File: config.mk
export PLATFORM = sky130hd
export DESIGN_NAME = ac_link_slot_formatter
export DESIGN_NICKNAME = d
export VERILOG_FILES = /design/src/core/ac_link_pkg.sv /design/src/core/sync2.sv /design/src/core/sticky_flag.sv /design/src/core/ac_link_slot_formatter.sv
export SDC_FILE = /design/constraint.sdc
export NUM_CORES = 1
export LEC_CHECK = 0
export BUFFER_PORTS_ARGS = -buffer_cell sky130_fd_sc_hd__buf_2
export CAP_MARGIN = 20
export CORE_MARGIN = 5
export CORE_UTILIZATION = 25
export CTS_CLUSTER_DIAMETER = 50
export DETAILED_ROUTE_END_ITERATION = 7
export GPL_TIMING_DRIVEN = 0
export PLACE_DENSITY = 0.52
export SYNTH_ARGS = -nofsm -noshare
export SYNTH_HDL_FRONTEND = slang
export SYNTH_SLANG_ARGS = --single-unit
File: constraint.sdc
create_clock -name ref_clk -period 2.61 [get_ports ref_clk]
set_input_delay 0.261 -clock ref_clk [delete_from_list [all_inputs] [get_ports ref_clk]]
set_output_delay 0.261 -clock ref_clk [all_outputs]
set_load 0.01 [all_outputs]
File: src/core/ac_link_pkg.sv
// shared constants and carriers for the ac-link slot formatter
package ac_link_pkg;

  // register byte offsets
  localparam logic [4:0] OFS_CMD_WRITE  = 5'h00;
  localparam logic [4:0] OFS_CMD_READ   = 5'h04;
  localparam logic [4:0] OFS_CODEC_REQ  = 5'h08;
  localparam logic [4:0] OFS_GPIO_WRITE = 5'h0c;
  localparam logic [4:0] OFS_GPIO_READ  = 5'h10;
  localparam logic [4:0] OFS_PLAY_CTRL  = 5'h14;

  // register field positions
  localparam int CMD_DATA_LSB   = 0;
  localparam int CMD_INDEX_LSB  = 16;
  localparam int CMD_RW_BIT     = 23;
  localparam int BUSY_BIT       = 31;
  localparam int IDX_VALID_BIT  = 24;
  localparam int DATA_VALID_BIT = 25;
  localparam int GPIO_VALID_BIT = 31;
  localparam int PLAY_LEFT_BIT  = 0;
  localparam int PLAY_RIGHT_BIT = 1;
  localparam int PLAY_MODEM_BIT = 2;

  // reset values
  localparam logic [31:0] RST_WORD = 32'h0000_0000;
  localparam logic [15:0] RST_TAG  = 16'h0000;

  // tag bit positions
  localparam int TAG_FRAME = 15;
  localparam int TAG_S1    = 14;
  localparam int TAG_S2    = 13;
  localparam int TAG_S3    = 12;
  localparam int TAG_S4    = 11;
  localparam int TAG_S5    = 10;
  localparam int TAG_S6    = 9;
  localparam int TAG_S12   = 3;

  // frame geometry
  localparam logic [4:0] TAG_LAST_POS  = 5'h0f;
  localparam logic [4:0] SLOT_LAST_POS = 5'h13;
  localparam logic [4:0] RX_IDLE_POS   = 5'h1f;
  localparam logic [3:0] SLOT_TAG      = 4'h0;
  localparam logic [3:0] SLOT_CMD_IDX  = 4'h1;
  localparam logic [3:0] SLOT_CMD_DAT  = 4'h2;
  localparam logic [3:0] SLOT_LEFT     = 4'h3;
  localparam logic [3:0] SLOT_RIGHT    = 4'h4;
  localparam logic [3:0] SLOT_MODEM    = 4'h5;
  localparam logic [3:0] SLOT_MIC      = 4'h6;
  localparam logic [3:0] SLOT_GPIO     = 4'hc;

  typedef struct packed {
    logic [15:0] left;
    logic [15:0] right;
    logic [15:0] modem;
  } play_s;

  typedef struct packed {
    logic        left_valid;
    logic        right_valid;
    logic        modem_valid;
    logic [15:0] left;
    logic [15:0] right;
    logic [15:0] modem;
  } rec_s;

  typedef struct packed {
    logic status_index;
    logic status_data;
    logic gpio_status;
    logic gpio_int;
  } event_s;

endpackage

File: src/core/sync2.sv
// two-stage synchroniser for asynchronous inputs
`timescale 1ns/100ps
module sync2 #(
  parameter int W = 1
) (
  input  wire logic         clk,
  input  wire logic         rst_n,
  input  wire logic [W-1:0] async_in,
  output logic      [W-1:0] sync_out
);
  logic [W-1:0] meta_q;

  always_ff @(posedge clk or negedge rst_n) begin
    if (!rst_n) begin
      meta_q   <= '0;
      sync_out <= '0;
    end else begin
      meta_q   <= async_in;
      sync_out <= meta_q;
    end
  end
endmodule

File: src/core/sticky_flag.sv
// bank of flags, set wins over clear
`timescale 1ns/100ps
module sticky_flag #(
  parameter int W = 1
) (
  input  wire logic         clk,
  input  wire logic         rst_n,
  input  wire logic [W-1:0] set,
  input  wire logic [W-1:0] clr,
  output logic      [W-1:0] flag_q
);
  always_ff @(posedge clk or negedge rst_n) begin
    if (!rst_n) begin
      flag_q <= '0;
    end else begin
      flag_q <= (flag_q & ~clr) | set;
    end
  end
endmodule

File: src/core/ac_link_slot_formatter.sv
// ac-link frame builder and splitter with avalon-mm registers
// What this block does
// - outgoing frame-valid tag bit is high when slot 1-5 or 12 is valid.
// - a command register write marks slots 1 and 2 valid.
// - playback enables mark slots 3, 4 and 5 valid.
// - tag bits for slots 6-11 and the three lowest bits stay zero.
// - a gpio slot register write marks slot 12 valid.
// - slot 1 top bit carries the read/write command flag, one means read.
// - slot 1 carries the seven-bit register index, low twelve bits zero.
// - slot 2 carries sixteen write data bits, low four bits zero.
// - slots 3 and 4 carry left and right playback samples, low bits zero.
// - slot 5 carries modem line data unchanged, low bits zero.
// - slot 12 carries all twenty gpio slot write bits.
// - incoming slot 1, 2 or 12 valid raises a status event.
// - incoming slots 3, 4, 5, 6 feed left, right, modem, left record.
// - incoming slot 1 index bits land in the returned index field.
// - incoming slot 1 bits 11 to 2 land in the request register.
// - incoming slot 2 data bits land in the returned data field.
// - incoming slot 12 is captured whole; bit 0 set raises an event.
//
// The register offsets and register access over Avalon-MM were left to the implementer.
`timescale 1ns/100ps
module ac_link_slot_formatter (
  input  wire logic               ref_clk,
  input  wire logic               rst_n,
  input  wire logic [4:0]         avs_address,
  input  wire logic               avs_read,
  input  wire logic               avs_write,
  input  wire logic [31:0]        avs_writedata,
  input  wire logic [3:0]         avs_byteenable,
  output logic      [31:0]        avs_readdata,
  output logic                    avs_waitrequest,
  input  wire logic               ac_bit_clk,
  input  wire logic               ac_sdata_in,
  output logic                    ac_sync,
  output logic                    ac_sdata_out,
  input  wire ac_link_pkg::play_s play_sample,
  output logic      [2:0]         play_take,
  output ac_link_pkg::rec_s       rec_out,
  output ac_link_pkg::event_s     status_event
);

  // bus handshake: one wait cycle, then the answer
  logic        ack_q;
  logic [31:0] cmd_word_q;
  logic [19:0] gpio_wr_q;
  logic [2:0]  play_en_q;
  logic [6:0]  ret_idx_q;
  logic [15:0] ret_data_q;
  logic [9:0]  req_q;
  logic [19:0] gpio_rd_q;

  wire req_any   = avs_read | avs_write;
  wire bus_done  = req_any & ack_q;
  wire wr_done   = avs_write & bus_done;
  wire rd_done   = avs_read & bus_done;
  assign avs_waitrequest = req_any & ~ack_q;

  wire hit_cmd_wr  = (avs_address == ac_link_pkg::OFS_CMD_WRITE);
  wire hit_cmd_rd  = (avs_address == ac_link_pkg::OFS_CMD_READ);
  wire hit_req     = (avs_address == ac_link_pkg::OFS_CODEC_REQ);
  wire hit_gpio_wr = (avs_address == ac_link_pkg::OFS_GPIO_WRITE);
  wire hit_gpio_rd = (avs_address == ac_link_pkg::OFS_GPIO_READ);
  wire hit_play    = (avs_address == ac_link_pkg::OFS_PLAY_CTRL);

  wire [31:0] be_mask = {{8{avs_byteenable[3]}}, {8{avs_byteenable[2]}},
                         {8{avs_byteenable[1]}}, {8{avs_byteenable[0]}}};
  wire [31:0] gpio_wr_word = {12'h000, gpio_wr_q};
  wire [31:0] play_word    = {29'h0000_0000, play_en_q};
  wire [31:0] cmd_merge    = (cmd_word_q & ~be_mask) | (avs_writedata & be_mask);
  wire [31:0] gpio_merge   = (gpio_wr_word & ~be_mask) | (avs_writedata & be_mask);
  wire [31:0] play_merge   = (play_word & ~be_mask) | (avs_writedata & be_mask);

  wire wr_cmd  = wr_done & hit_cmd_wr;
  wire wr_gpio = wr_done & hit_gpio_wr;
  wire wr_play = wr_done & hit_play;
  wire rd_cmd  = rd_done & hit_cmd_rd;
  wire rd_gpio = rd_done & hit_gpio_rd;

  // flags: cmd pending, gpio pending, index valid, data valid, gpio valid
  logic [4:0] flag_set;
  logic [4:0] flag_clr;
  logic [4:0] flag_q;
  wire cmd_pend  = flag_q[0];
  wire gpio_pend = flag_q[1];
  wire idx_valid = flag_q[2];
  wire dat_valid = flag_q[3];
  wire gpr_valid = flag_q[4];

  sticky_flag #(.W(5)) u_flags (
    .clk    (ref_clk),
    .rst_n  (rst_n),
    .set    (flag_set),
    .clr    (flag_clr),
    .flag_q (flag_q)
  );

  wire [31:0] cmd_rd_word = {6'h00, dat_valid, idx_valid, 1'b0, ret_idx_q, ret_data_q};
  wire [31:0] cmd_status  = {cmd_pend, 7'h00, cmd_word_q[23:0]};
  wire [31:0] gpio_status = {gpio_pend, 11'h000, gpio_wr_q};
  wire [31:0] gpio_rd_wrd = {gpr_valid, 11'h000, gpio_rd_q};
  wire [31:0] rd_mux = hit_cmd_wr  ? cmd_status :
                       hit_cmd_rd  ? cmd_rd_word :
                       hit_req     ? {22'h00_0000, req_q} :
                       hit_gpio_wr ? gpio_status :
                       hit_gpio_rd ? gpio_rd_wrd :
                       hit_play    ? play_word : ac_link_pkg::RST_WORD;

  always_ff @(posedge ref_clk or negedge rst_n) begin
    if (!rst_n) begin
      ack_q        <= 1'b0;
      avs_readdata <= ac_link_pkg::RST_WORD;
    end else begin
      ack_q <= req_any & ~ack_q;
      if (avs_read & ~ack_q) begin
        avs_readdata <= rd_mux;
      end
    end
  end

  always_ff @(posedge ref_clk or negedge rst_n) begin
    if (!rst_n) begin
      cmd_word_q <= ac_link_pkg::RST_WORD;
      gpio_wr_q  <= 20'h0_0000;
      play_en_q  <= 3'h0;
    end else begin
      if (wr_cmd) begin
        cmd_word_q <= {8'h00, cmd_merge[23:0]};
      end
      if (wr_gpio) begin
        gpio_wr_q <= gpio_merge[19:0];
      end
      if (wr_play) begin
        play_en_q <= play_merge[2:0];
      end
    end
  end

  // link side: sample bit clock and serial input
  logic [1:0] link_s;
  logic       bclk_d_q;
  wire        bclk_s = link_s[0];
  wire        sdin_s = link_s[1];
  wire        rise   = bclk_s & ~bclk_d_q;
  wire        fall   = ~bclk_s & bclk_d_q;

  sync2 #(.W(2)) u_link_sync (
    .clk      (ref_clk),
    .rst_n    (rst_n),
    .async_in ({ac_sdata_in, ac_bit_clk}),
    .sync_out (link_s)
  );

  // transmit position
  logic [3:0]  slot_q;
  logic [4:0]  pos_q;
  logic [15:0] tag_q;
  logic [23:0] tx_cmd_q;
  logic [19:0] tx_gpio_q;
  ac_link_pkg::play_s tx_play_q;

  wire frame_start = rise & (slot_q == ac_link_pkg::SLOT_TAG) &
                     (pos_q == ac_link_pkg::TAG_LAST_POS);
  wire slot_end    = (pos_q == 5'h00);
  wire last_slot   = (slot_q == ac_link_pkg::SLOT_GPIO);

  // next tag from pending writes and playback enables
  logic [15:0] tag_d;
  always_comb begin
    tag_d = ac_link_pkg::RST_TAG;
    tag_d[ac_link_pkg::TAG_S1]  = cmd_pend;
    tag_d[ac_link_pkg::TAG_S2]  = cmd_pend;
    tag_d[ac_link_pkg::TAG_S3]  = play_en_q[ac_link_pkg::PLAY_LEFT_BIT];
    tag_d[ac_link_pkg::TAG_S4]  = play_en_q[ac_link_pkg::PLAY_RIGHT_BIT];
    tag_d[ac_link_pkg::TAG_S5]  = play_en_q[ac_link_pkg::PLAY_MODEM_BIT];
    tag_d[ac_link_pkg::TAG_S12] = gpio_pend;
    tag_d[ac_link_pkg::TAG_FRAME] = |{tag_d[14:10], tag_d[ac_link_pkg::TAG_S12]};
  end

  // outgoing slot word
  wire [19:0] w_tag   = frame_start ? {4'h0, tag_d} : {4'h0, tag_q};
  wire [19:0] w_cmd1  = {tx_cmd_q[ac_link_pkg::CMD_RW_BIT],
                         tx_cmd_q[22:16], 12'h000};
  wire [19:0] w_cmd2  = {tx_cmd_q[15:0], 4'h0};
  wire [19:0] w_left  = {tx_play_q.left, 4'h0};
  wire [19:0] w_right = {tx_play_q.right, 4'h0};
  wire [19:0] w_modem = {tx_play_q.modem, 4'h0};
  wire [19:0] tx_word = (slot_q == ac_link_pkg::SLOT_TAG)     ? w_tag :
                        (slot_q == ac_link_pkg::SLOT_CMD_IDX) ? w_cmd1 :
                        (slot_q == ac_link_pkg::SLOT_CMD_DAT) ? w_cmd2 :
                        (slot_q == ac_link_pkg::SLOT_LEFT)    ? w_left :
                        (slot_q == ac_link_pkg::SLOT_RIGHT)   ? w_right :
                        (slot_q == ac_link_pkg::SLOT_MODEM)   ? w_modem :
                        (slot_q == ac_link_pkg::SLOT_GPIO)    ? tx_gpio_q : 20'h0_0000;

  always_ff @(posedge ref_clk or negedge rst_n) begin
    if (!rst_n) begin
      slot_q       <= ac_link_pkg::SLOT_TAG;
      pos_q        <= ac_link_pkg::TAG_LAST_POS;
      ac_sync      <= 1'b0;
      ac_sdata_out <= 1'b0;
    end else if (rise) begin
      ac_sync      <= (slot_q == ac_link_pkg::SLOT_TAG);
      ac_sdata_out <= tx_word[pos_q];
      if (!slot_end) begin
        pos_q <= pos_q - 5'h01;
      end else if (last_slot) begin
        slot_q <= ac_link_pkg::SLOT_TAG;
        pos_q  <= ac_link_pkg::TAG_LAST_POS;
      end else begin
        slot_q <= slot_q + 4'h1;
        pos_q  <= ac_link_pkg::SLOT_LAST_POS;
      end
    end
  end

  // frame snapshot taken as the tag starts
  always_ff @(posedge ref_clk or negedge rst_n) begin
    if (!rst_n) begin
      tag_q     <= ac_link_pkg::RST_TAG;
      tx_cmd_q  <= 24'h00_0000;
      tx_gpio_q <= 20'h0_0000;
      tx_play_q <= '0;
      play_take <= 3'h0;
    end else begin
      play_take <= 3'h0;
      if (frame_start) begin
        tag_q     <= tag_d;
        tx_cmd_q  <= cmd_word_q[23:0];
        tx_gpio_q <= gpio_wr_q;
        tx_play_q <= play_sample;
        play_take <= play_en_q;
      end
    end
  end

  // receive: bit sampled on the falling edge of the bit clock
  logic [3:0]  rx_slot_q;
  logic [4:0]  rx_pos_q;
  logic [18:0] rx_sh_q;
  logic [15:0] in_tag_q;
  wire  [19:0] rx_word = {rx_sh_q, sdin_s};
  wire         rx_done = fall & (rx_pos_q == 5'h00);

  wire in_s1  = in_tag_q[ac_link_pkg::TAG_S1];
  wire in_s2  = in_tag_q[ac_link_pkg::TAG_S2];
  wire in_s3  = in_tag_q[ac_link_pkg::TAG_S3];
  wire in_s4  = in_tag_q[ac_link_pkg::TAG_S4];
  wire in_s5  = in_tag_q[ac_link_pkg::TAG_S5];
  wire in_s6  = in_tag_q[ac_link_pkg::TAG_S6];
  wire in_s12 = in_tag_q[ac_link_pkg::TAG_S12];

  wire got_tag  = rx_done & (rx_slot_q == ac_link_pkg::SLOT_TAG);
  wire got_idx  = rx_done & (rx_slot_q == ac_link_pkg::SLOT_CMD_IDX) & in_s1;
  wire got_dat  = rx_done & (rx_slot_q == ac_link_pkg::SLOT_CMD_DAT) & in_s2;
  wire got_left = rx_done & (((rx_slot_q == ac_link_pkg::SLOT_LEFT) & in_s3) |
                             ((rx_slot_q == ac_link_pkg::SLOT_MIC) & in_s6));
  wire got_rght = rx_done & (rx_slot_q == ac_link_pkg::SLOT_RIGHT) & in_s4;
  wire got_mdm  = rx_done & (rx_slot_q == ac_link_pkg::SLOT_MODEM) & in_s5;
  wire got_gpio = rx_done & (rx_slot_q == ac_link_pkg::SLOT_GPIO) & in_s12;

  assign flag_set = {got_gpio, got_dat, got_idx, wr_gpio, wr_cmd};
  assign flag_clr = {rd_gpio, rd_cmd, rd_cmd, frame_start & tag_d[ac_link_pkg::TAG_S12],
                     frame_start & tag_d[ac_link_pkg::TAG_S1]};

  always_ff @(posedge ref_clk or negedge rst_n) begin
    if (!rst_n) begin
      rx_slot_q <= ac_link_pkg::SLOT_TAG;
      rx_pos_q  <= ac_link_pkg::RX_IDLE_POS;
      rx_sh_q   <= 19'h0_0000;
      bclk_d_q  <= 1'b0;
    end else begin
      bclk_d_q <= bclk_s;
      if (rise) begin
        rx_slot_q <= slot_q;
        rx_pos_q  <= pos_q;
      end
      if (fall) begin
        rx_sh_q <= rx_word[18:0];
      end
    end
  end

  // captured fields
  always_ff @(posedge ref_clk or negedge rst_n) begin
    if (!rst_n) begin
      in_tag_q   <= ac_link_pkg::RST_TAG;
      ret_idx_q  <= 7'h00;
      ret_data_q <= 16'h0000;
      req_q      <= 10'h000;
      gpio_rd_q  <= 20'h0_0000;
    end else begin
      if (got_tag) begin
        in_tag_q <= rx_word[15:0];
      end
      if (got_idx) begin
        ret_idx_q <= rx_word[18:12];
        req_q     <= rx_word[11:2];
      end
      if (got_dat) begin
        ret_data_q <= rx_word[19:4];
      end
      if (got_gpio) begin
        gpio_rd_q <= rx_word;
      end
    end
  end

  // record hand-off and status events, one-cycle strobes
  always_ff @(posedge ref_clk or negedge rst_n) begin
    if (!rst_n) begin
      rec_out      <= '0;
      status_event <= '0;
    end else begin
      rec_out.left_valid  <= got_left;
      rec_out.right_valid <= got_rght;
      rec_out.modem_valid <= got_mdm;
      if (got_left) begin
        rec_out.left <= rx_word[19:4];
      end
      if (got_rght) begin
        rec_out.right <= rx_word[19:4];
      end
      if (got_mdm) begin
        rec_out.modem <= rx_word[19:4];
      end
      status_event.status_index <= got_idx;
      status_event.status_data  <= got_dat;
      status_event.gpio_status  <= got_gpio;
      status_event.gpio_int     <= got_gpio & rx_word[0];
    end
  end

endmodule

After elaboration in Yosys (flattened, before gate mapping)
Index checks and enable logic that the tools add are counted.
{"block": "word_totals", "regBits": 354, "latch_bits": 0, "ramBits": 0, "romBits": 0, "input_bits": 95, "output_inout_bits": 93, "word_cells": 135, "n_memories": 0}
{"block": "classes", "add_sub_neg": 2, "n_mul": 0, "div_mod_pow": 0, "order_cmp": 1, "n_eq_ne": 19, "shifts": 0, "mux": 20, "bitwise_logic": 48, "reduce_logical": 7}
{"op": "$mux 32", "n": 5}
{"op": "$mux 20", "n": 7}
{"op": "$and 24x24->24", "n": 2}
{"op": "$and 1x1->1", "n": 32}
{"op": "$not 24->24", "n": 1}
{"op": "$or 24x24->24", "n": 1}
{"op": "$and 20x20->20", "n": 1}
{"op": "$eq 4x3->1 const B", "n": 5}
{"op": "$or 20x20->20", "n": 1}
{"op": "$eq 4x2->1 const B", "n": 4}
{"op": "$mux 16", "n": 1}
{"op": "$eq 5x4->1 const B", "n": 3}
{"op": "$logic_not 5->1", "n": 3}
{"op": "$eq 5x5->1 const B", "n": 2}
{"op": "$mux 5", "n": 2}
{"op": "$eq 4x1->1 const B", "n": 2}
{"op": "$eq 4x4->1 const B", "n": 2}
{"op": "$logic_not 4->1", "n": 2}
{"op": "$lt 5x6->1 const B", "n": 1}
{"op": "$mux 3", "n": 2}
{"op": "$and 5x5->5", "n": 1}
{"op": "$bmux 1 s5", "n": 1}
{"op": "$eq 5x3->1 const B", "n": 1}
{"op": "$not 5->5", "n": 1}
{"op": "11 further kinds", "n": 14}

Depth between registers and ports, before layout
Gate-level depths: netlist (run 1).
{"block": "logic_depth", "depth_word": 10, "ltp_mapped": 10, "mapped_depth_nobuf": 9}

By module
A second synthesis (run 1) with hierarchy kept.
{"block": "hier_totals", "cells_unflattened": 1218, "hier_area_um2": 14661.6}
{"module": "ac_link_slot_formatter", "instances": 1, "cells_each": 1199, "area_each_um2": 14380.0, "seq_area_each_um2": 8294.2}
{"module": "sticky_flag", "instances": 1, "cells_each": 15, "area_each_um2": 181.4, "seq_area_each_um2": 125.1}
{"module": "sync2", "instances": 1, "cells_each": 4, "area_each_um2": 100.1, "seq_area_each_um2": 100.1}

Worst setup path before layout (run 1)
No wires, ideal clock.
{"block": "synth_path", "path_kind": "reg-to-reg", "start": "register slot_q[0]", "end": "register tx_cmd_q[10]", "setup_ps": 125, "t_arrival_ps": 2346, "required_ps": 2485, "slack_ps": 140, "path_stages_with_launch": 9, "n_path_buf": 3, "cell_sequence": "dfrtp_1 inv_1 ha_1 or3b_4 nor4b_4 buf_4 buf_2 buf_2 mux2_2"}
{"block": "synth_via", "elab_chain_cells": 3}
{"item": "start, declared", "line_no": "ac_link_slot_formatter.sv:155", "rtl": "logic [3:0] slot_q;"}
{"item": "start signal, assigned", "line_no": "ac_link_slot_formatter.sv:198", "rtl": "slot_q <= ac_link_pkg::SLOT_TAG;"}
{"item": "start signal, assigned", "line_no": "ac_link_slot_formatter.sv:208", "rtl": "slot_q <= ac_link_pkg::SLOT_TAG;"}
{"item": "start signal, assigned", "line_no": "ac_link_slot_formatter.sv:211", "rtl": "slot_q <= slot_q + 4'h1;"}
{"item": "$logic_not 4->1", "line_no": "ac_link_slot_formatter.sv:162", "rtl": "wire frame_start = rise & (slot_q == ac_link_pkg::SLOT_TAG) &"}
{"item": "$and 1x1->1 (2 in series)", "line_no": "ac_link_slot_formatter.sv:162"}
{"item": "end signal, assigned", "line_no": "ac_link_slot_formatter.sv:229", "rtl": "tx_cmd_q <= cmd_word_q[23:0];"}
{"item": "end, declared", "line_no": "ac_link_slot_formatter.sv:158", "rtl": "logic [23:0] tx_cmd_q;"}
No other way between the ends.
A chain may end at the register's enable or synchronous reset.

Worst setup path after layout (run 1)
{"block": "layout_path", "start": "register slot_q[3]", "end": "register ac_sdata_out"}
{"block": "layout_via", "elab_chain_cells": 10, "elab_cells_between_ends": 19, "cone_classes": "6 x eq/ne; 10 x mux; 2 x bitwise; 1 x reduce/logical"}
{"item": "$eq 4x4->1", "line_no": "ac_link_slot_formatter.sv:194", "rtl": "(slot_q == ac_link_pkg::SLOT_GPIO) ? tx_gpio_q : 20'h0_0000;"}
{"item": "$mux 20", "line_no": "ac_link_slot_formatter.sv:194"}
{"item": "$mux 20", "line_no": "ac_link_slot_formatter.sv:193", "rtl": "(slot_q == ac_link_pkg::SLOT_MODEM) ? w_modem :"}
{"item": "$mux 20", "line_no": "ac_link_slot_formatter.sv:192", "rtl": "(slot_q == ac_link_pkg::SLOT_RIGHT) ? w_right :"}
{"item": "$mux 20", "line_no": "ac_link_slot_formatter.sv:191", "rtl": "(slot_q == ac_link_pkg::SLOT_LEFT) ? w_left :"}
{"item": "$mux 20", "line_no": "ac_link_slot_formatter.sv:190", "rtl": "(slot_q == ac_link_pkg::SLOT_CMD_DAT) ? w_cmd2 :"}
{"item": "$mux 20", "line_no": "ac_link_slot_formatter.sv:189", "rtl": "(slot_q == ac_link_pkg::SLOT_CMD_IDX) ? w_cmd1 :"}
{"item": "$mux 20 *", "line_no": "ac_link_slot_formatter.sv:188", "rtl": "wire [19:0] tx_word = (slot_q == ac_link_pkg::SLOT_TAG) ? w_tag :"}
{"item": "$bmux 1 s5 *", "line_no": "ac_link_slot_formatter.sv:204", "rtl": "ac_sdata_out <= tx_word[pos_q];"}
{"item": "$mux 1 (implied by the code) *", "line_no": "ac_link_slot_formatter.sv:204"}
{"item": "end signal, assigned", "line_no": "ac_link_slot_formatter.sv:204"}
{"item": "end, declared", "line_no": "ac_link_slot_formatter.sv:36", "rtl": "output logic ac_sdata_out,"}
Mark *: on every way between the ends. The rest lies on a longest branch, timed or not. The select of a mux whose other input is x is not followed.

==> results of run 1 <==
==> synthesized netlist by cell type (7+ instances only) <==
master,instances
dfrtp_1,331
nand2_1,298
mux2_2,206
o21ai_0,54
clkbuf_1,47
a21oi_1,35
nor2_1,33
mux2i_1,24
buf_2,16
o22ai_1,16
nand3_1,13
nor3_1,13
nand2b_1,12
a222oi_1,10
and2_1,9
dfstp_2,9
inv_1,8
a211oi_1,7
a22oi_1,7
buf_1,7
==> through the flow <==
step / setup slack (ns) / util (%) / hold slack [ns] / TNS [ns] / std cells
finish: 0.0290 / 32.7 / 0.0522 / 0 / 2363
floorplan: 0.140 / - / -0.0346 / 0 / 1258
CTS: 0.00719 / 32.6 / 0.00873 / 0 / 2361
global placement: -5.30 / 28.3 / 0.341 / -1814.95 / 2194
detailed placement: -0.620 / 28.5 / 0.159 / -44.64 / 2197
global route: -0.0613 / 32.7 / 0.0718 / -0.0667 / 2363
==> area by class of cell <==
| type | count | area (µm²) | share of cell area (%) |
|---|---|---|---|
| repair buffers | 265 | 1820 | 9.68 |
| clock buffers | 57 | 1210 | 6.41 |
| clock inverters | 20 | 253 | 1.34 |
| inverters | 14 | 56.3 | 0.299 |
| flip-flops and latches | 340 | 8520 | 45.3 |
| multi-input cells | 828 | 5660 | 30.1 |
| well taps | 765 | 957 | 5.08 |
| plain buffers | 74 | 348 | 1.85 |
==> kinds of logic after synthesis <==
family	synth area share, %
AO/OA/AOI/OAI	8.17
adder cells (fa/ha/maj)	0.518
buffers and inverters	2.63
flip-flops	58.8
multiplexers	18.1
other	0.0259
AND/OR/NAND/NOR	11.7
==> critical path, stage by stage, from the launching register on <==
cell and delay (ns):
dfrtp_1 0.36, buf_2 0.23, clkinv_1 0.31, o221a_2 0.39, a22oi_1 0.20, o21ai_0 0.15, a211oi_1 0.36, a2111oi_0 0.12
o311a_1 0.33
==> layer usage <==
metal | vias up | GRT usage [%]
met3 | 52 | 3.72
met5 | - | 0
met4 | 2 | 3.13
met1 | 5439 | 19.3
met2 | 312 | 24.7
li1 | 5017 | -
==> repair_timing <==
action | CTS | global route
endpoints found under the setup margin | 148 | 28
buffers inserted | 13 | 2
hold buffers | 76 | 0
pin swaps | 6 | 3
resized for setup | 18 | 20
endpoints found under the hold margin | 151 | 0
==> how the worst max path moves through the flow <==
| stage | to | slack, ns |
|---|---|---|
| CTS | ac_sdata_out | 0.007 |
| global placement | rec_out[28] | -5.30 |
| floorplan | tx_cmd_q[10] | 0.14 |
| global route | ac_sdata_out | -0.06 |
| detailed placement | rec_out[14] | -0.62 |
| finish | ac_sdata_out | 0.03 |
==> power breakdown <==
part	switching (mW)	total, mW	internal, mW
logic	1.65	2.90	1.26
clock network	2.37	6.05	3.68
registers	0.721	6.75	6.03
total	4.74	15.7	11.0
==> results.cfg, run 1 <==
[logic_synthesis]
synth.top_cell.area_share_pct = 57.2
avgSynthCellArea_um2 = 11.5
synth_cell_types = 58
synthCells = 1254
synth_flop_cell = dfrtp_1
seq_area_frac_synth_pct = 58.8
syn-cell-area_um2 = 14500
ys_seq_elements = 340
async_flop_share_pct = 100
synth_edf_count = 0
yosysTopAreaCell = dfrtp_1
synth.area.top_cells = dfrtp_1 57%, mux2_2 16%, nand2_1 7.7%, o21ai_0 1.9%, mux2i_1 1.7%
yosys_warnings = 0

[setup_path]
r2r_setup_slack_ns = 0.03
r2r_cells = 8
end_kind = flop
startpoint = slot_q[3]
cp-start-kind = flop
cp_max_fo = 10
reg2reg_to = ac_sdata_out
required_ns = 3.04
timing.rr.start = slot_q[3]
crit_type = reg -> reg
arrival_ns = 3.01

[placement]
io_buffers = 171
place_congestion = 0.872
dp_hpwl_mm = 34.6
placed_area_um2 = 16400

[global_route]
grt_overflow_total = 0
antenna_found_initial = 2
track_usage_pct = 14.7
grt_pass1_wl_mm = 72.0
grt_pass1_vias = 11500
grt_max_degree = 109

[worst_hold_path]
min_to = ack_q
min_path_cells = 3
min_path_type = in -> reg
min-delay-start = avs_read

[final_layout]
final_common_cell = dfrtp_1
finalInstanceArea_um2 = 18800
layout_common_cells = 331 x dfrtp_1, 298 x nand2_1, 206 x mux2_2, 184 x buf_2, 76 x dlygate4sd3_1
drive_gt1_share_pct = 33.4
synthToLayoutAreaGrowth_pct = 30.0
fillCellCount = 5840
diodes = 0
fin_nets = 1666

[power]
power_leakage_nw = 9.33
finalPower_mw = 15.7
vdd_drop_max_mv = 0.510
powerDensity_nw_per_um2 = 834

[flow_run]
max-cap-violations = 0

[timing]
setup-violations-final = 0
clock.fmax_mhz = 387
fin_crit_ns = 2.58
slew_headroom_pct = 40.3
tightest_slew_ns = 0.889
maxSlewViolCount = 0
fin_crit_sh_pct = 98.9
grt_setup_unrepaired = true
skew_ns = 0.0298
final_hold_viol_count = 0

[route]
drc_errors = 0
vias_per_cell = 4.58
dr_wl_met2_mm = 22.5
met3WireLength_mm = 3.31
drt_iter0_markers = 801
wl_per_cell_um = 19.9
ant_nets = 0
wl_mm = 47.0
m1WireLength_mm = 20.5
highest_layer = met5
via_count = 10800
dr.pass1.iters = 8

[clock_tree]
cts.clk_slew.worst_paths_ns = 0.06
clock_latency_ns = 0.57
numCtsBuffers = 42
htree_levels = 2
clock-root-buffer = clkbuf_16
clkSinkCount = 340
cts_tree = built
ctsLongestPathBuffers = 3

[floorplanning]
die_area_um2 = 62800
core_um2 = 57600
fp-row-count = 88
initial_core_util_pct = 25.1
fp.dieW_um = 251
fp.dieH_um = 251
pin_count = 188

[status]
outcome = finished clean
(Power assumes the default switching activity.)
==> run 2, diff against run 1 <==
--- a/config.mk
+++ b/config.mk
@@ -8,11 +8,11 @@
 export BUFFER_PORTS_ARGS = -buffer_cell sky130_fd_sc_hd__buf_2
 export CAP_MARGIN = 20
 export CORE_MARGIN = 5
-export CORE_UTILIZATION = 25
+export CORE_UTILIZATION = 52
 export CTS_CLUSTER_DIAMETER = 50
 export DETAILED_ROUTE_END_ITERATION = 7
 export GPL_TIMING_DRIVEN = 0
-export PLACE_DENSITY = 0.52
+export PLACE_DENSITY = 0.86
 export SYNTH_ARGS = -nofsm -noshare
 export SYNTH_HDL_FRONTEND = slang
 export SYNTH_SLANG_ARGS = --single-unit
==> run 2 against run 1 <==
Compared with the run above: the flow now finishes with violations (DRC, setup timing); largest cell class unchanged; sequential power is essentially flat; critical path type unchanged; core utilization grew 33 points; clock skew shrank 0.0083 ns; count of clock-buffer cells in the layout shrank 6.
==> results.cfg, run 2 (same netlist as run 1, synthesis figures left out) <==
[global_route]
grt_pass1_wl_mm = 67.4
antenna_found_initial = 2
grt_pass1_vias = 12000
grt_max_degree = 131
grt_overflow_total = 0
track_usage_pct = 27.4

[final_layout]
fin_cells = 1945
final_common_cell = dfrtp_1
fin_nets = 1639
layout_common_cells = 331 x dfrtp_1, 298 x nand2_1, 206 x mux2_2, 182 x buf_2, 64 x dlygate4sd3_1
synthToLayoutAreaGrowth_pct = 24.8
drive_gt1_share_pct = 32.8

[worst_hold_path]
min_path_type = in -> reg
min_path_cells = 2
min-delay-start = avs_writedata[16]

[power]
p_comb_share_pct = 18.1
p_sw_share_pct = 29.4
clockPowerShare_pct = 38.1
power_leakage_nw = 9.18
finalPower_mw = 15.4
seqPwrFrac_pct = 43.9
p_int_mw = 10.9
p_sw_mw = 4.53
powerDensity_nw_per_um2 = 853
vdd_drop_max_mv = 0.443

[setup_path]
r2r_setup_slack_ns = -0.06
reg2reg_to = ac_sdata_out
end_kind = flop
cp-start-kind = flop
required_ns = 3.00
crit_type = reg -> reg
arrival_ns = 3.06
cp_max_fo = 10
r2r_cells = 10
timing.rr.start = slot_q[0]

[route]
ant_nets = 0
dr.pass1.iters = 8
via_count = 11300
drc_errors = 7
drt_iter0_markers = 1127
wl_per_cell_um = 22.0
vias_per_cell = 5.82
wl_mm = 42.7

[flow_run]
max-cap-violations = 0

[floorplanning]
fp-row-count = 61
fp.dieW_um = 177
fp.dieH_um = 177
core_um2 = 27600
die_area_um2 = 31300
pin_count = 188
initial_core_util_pct = 52.4

[placement]
dp_hpwl_mm = 28.5
place_congestion = 0.973
placed_cells = 1810
io_buffers = 171

[clock_tree]
htree_levels = 2
ctsLongestPathBuffers = 3
clkSinkCount = 340
clock-root-buffer = clkbuf_16
numCtsBuffers = 37
cts.clk_slew.worst_paths_ns = 0.06
clock_latency_ns = 0.53
cts_tree = built

[timing]
fin_crit_ns = 2.67
fin_crit_sh_pct = 102
clock.fmax_mhz = 375
slew_headroom_pct = 30.5
maxSlewViolCount = 0
final_hold_viol_count = 0
timing.hold.ws_ns = 0.0126
skew_ns = 0.0215
tightest_slew_ns = 1.03
fin_ws_ns = -0.0574
grt_setup_unrepaired = true
setup-violations-final = 1
setup_tns_ns = -0.0574

[status]
violations = DRC, setup timing
outcome = finished with violations
[run 2: changes by cell type in the layout (fill, tap and decap cells not counted), sizes merged]
cell	previous run	this run
buf	217	207
bufinv	4	7
clkbuf	103	97
diode	0	1
clkinv	14	8
inv	14	13
dlygate4sd3	76	64
[run 2: area by class of cell]
class / count / area, µm²
Clock inverter: 16 / 279
Sequential cell: 340 / 8520
Timing Repair Buffer: 245 / 1640
Antenna cell: 1 / 2.50
Tap cell: 378 / 473
Inverter: 14 / 56.3
Fill cell: 1974 / 9560
Clock buffer: 51 / 1100
Multi-Input combinational cell: 828 / 5650
Buffer: 72 / 349
[run 2: power by group through the flow]
| stage | Combinational (mW) | Clock, mW | Sequential [mW] |
|---|---|---|---|
| after floorplan | 1.74 | 0 | 6.48 |
| after CTS | 2.68 | 5.89 | 6.71 |
| final | 2.78 | 5.87 | 6.76 |
| after global routing | 3.01 | 6.14 | 6.83 |
| after detailed placement | 2.51 | 0 | 6.77 |
| after global placement | 2.40 | 0 | 6.73 |
[run 2: metrics by stage]
stage,cell area (µm²),utilization (%),setup slack [ns]
final,18100,65.4,-0.0574
after global routing,18100,65.4,-0.179
after CTS,18000,65.2,0.0186
after detailed placement,15900,57.6,-0.366
after global placement,15800,57.3,-4.83
after floorplan,14500,-,0.140
[run 2: critical path, stage by stage, from the launching register on]
cell	delay [ns]
dfrtp_1	0.42
inv_2	0.08
buf_4	0.15
ha_1	0.27
clkbuf_1	0.47
inv_1	0.22
o21ai_0	0.22
a21oi_1	0.09
a211oi_1	0.31
o32ai_2	0.15
o311a_1	0.15
[run 2: worst max path at each step]
stage                              end  slack, ns      start
after floorplan           tx_cmd_q[10]       0.14  slot_q[0]
after global placement     rec_out[13]      -4.83      rst_n
after detailed placement   tx_cmd_q[4]      -0.37  slot_q[0]
after CTS                 ac_sdata_out       0.02  slot_q[1]
after global routing      ac_sdata_out      -0.18  slot_q[0]
final                     ac_sdata_out      -0.06  slot_q[0]
[run 2: timing repair]
action,4_1_cts,5_1_grt
hold buffers,63,1
endpoints found under the setup margin,136,72
cloned,0,0
hold endpoints to repair,130,1
setup buffers,7,0
pin swaps,3,0
gates resized for setup,18,15
[run 2: routing by layer]
| layer | GRT usage [%] | part of all wire, % | vias up |
|---|---|---|---|
| li1 | - | - | 4937 |
| met1 | 34.3 | 38 | 5618 |
| met2 | 46.4 | 49 | 609 |
| met3 | 5.79 | 7.8 | 157 |
| met4 | 11.6 | 5.0 | 4 |
| met5 | 0 | 0.033 | - |
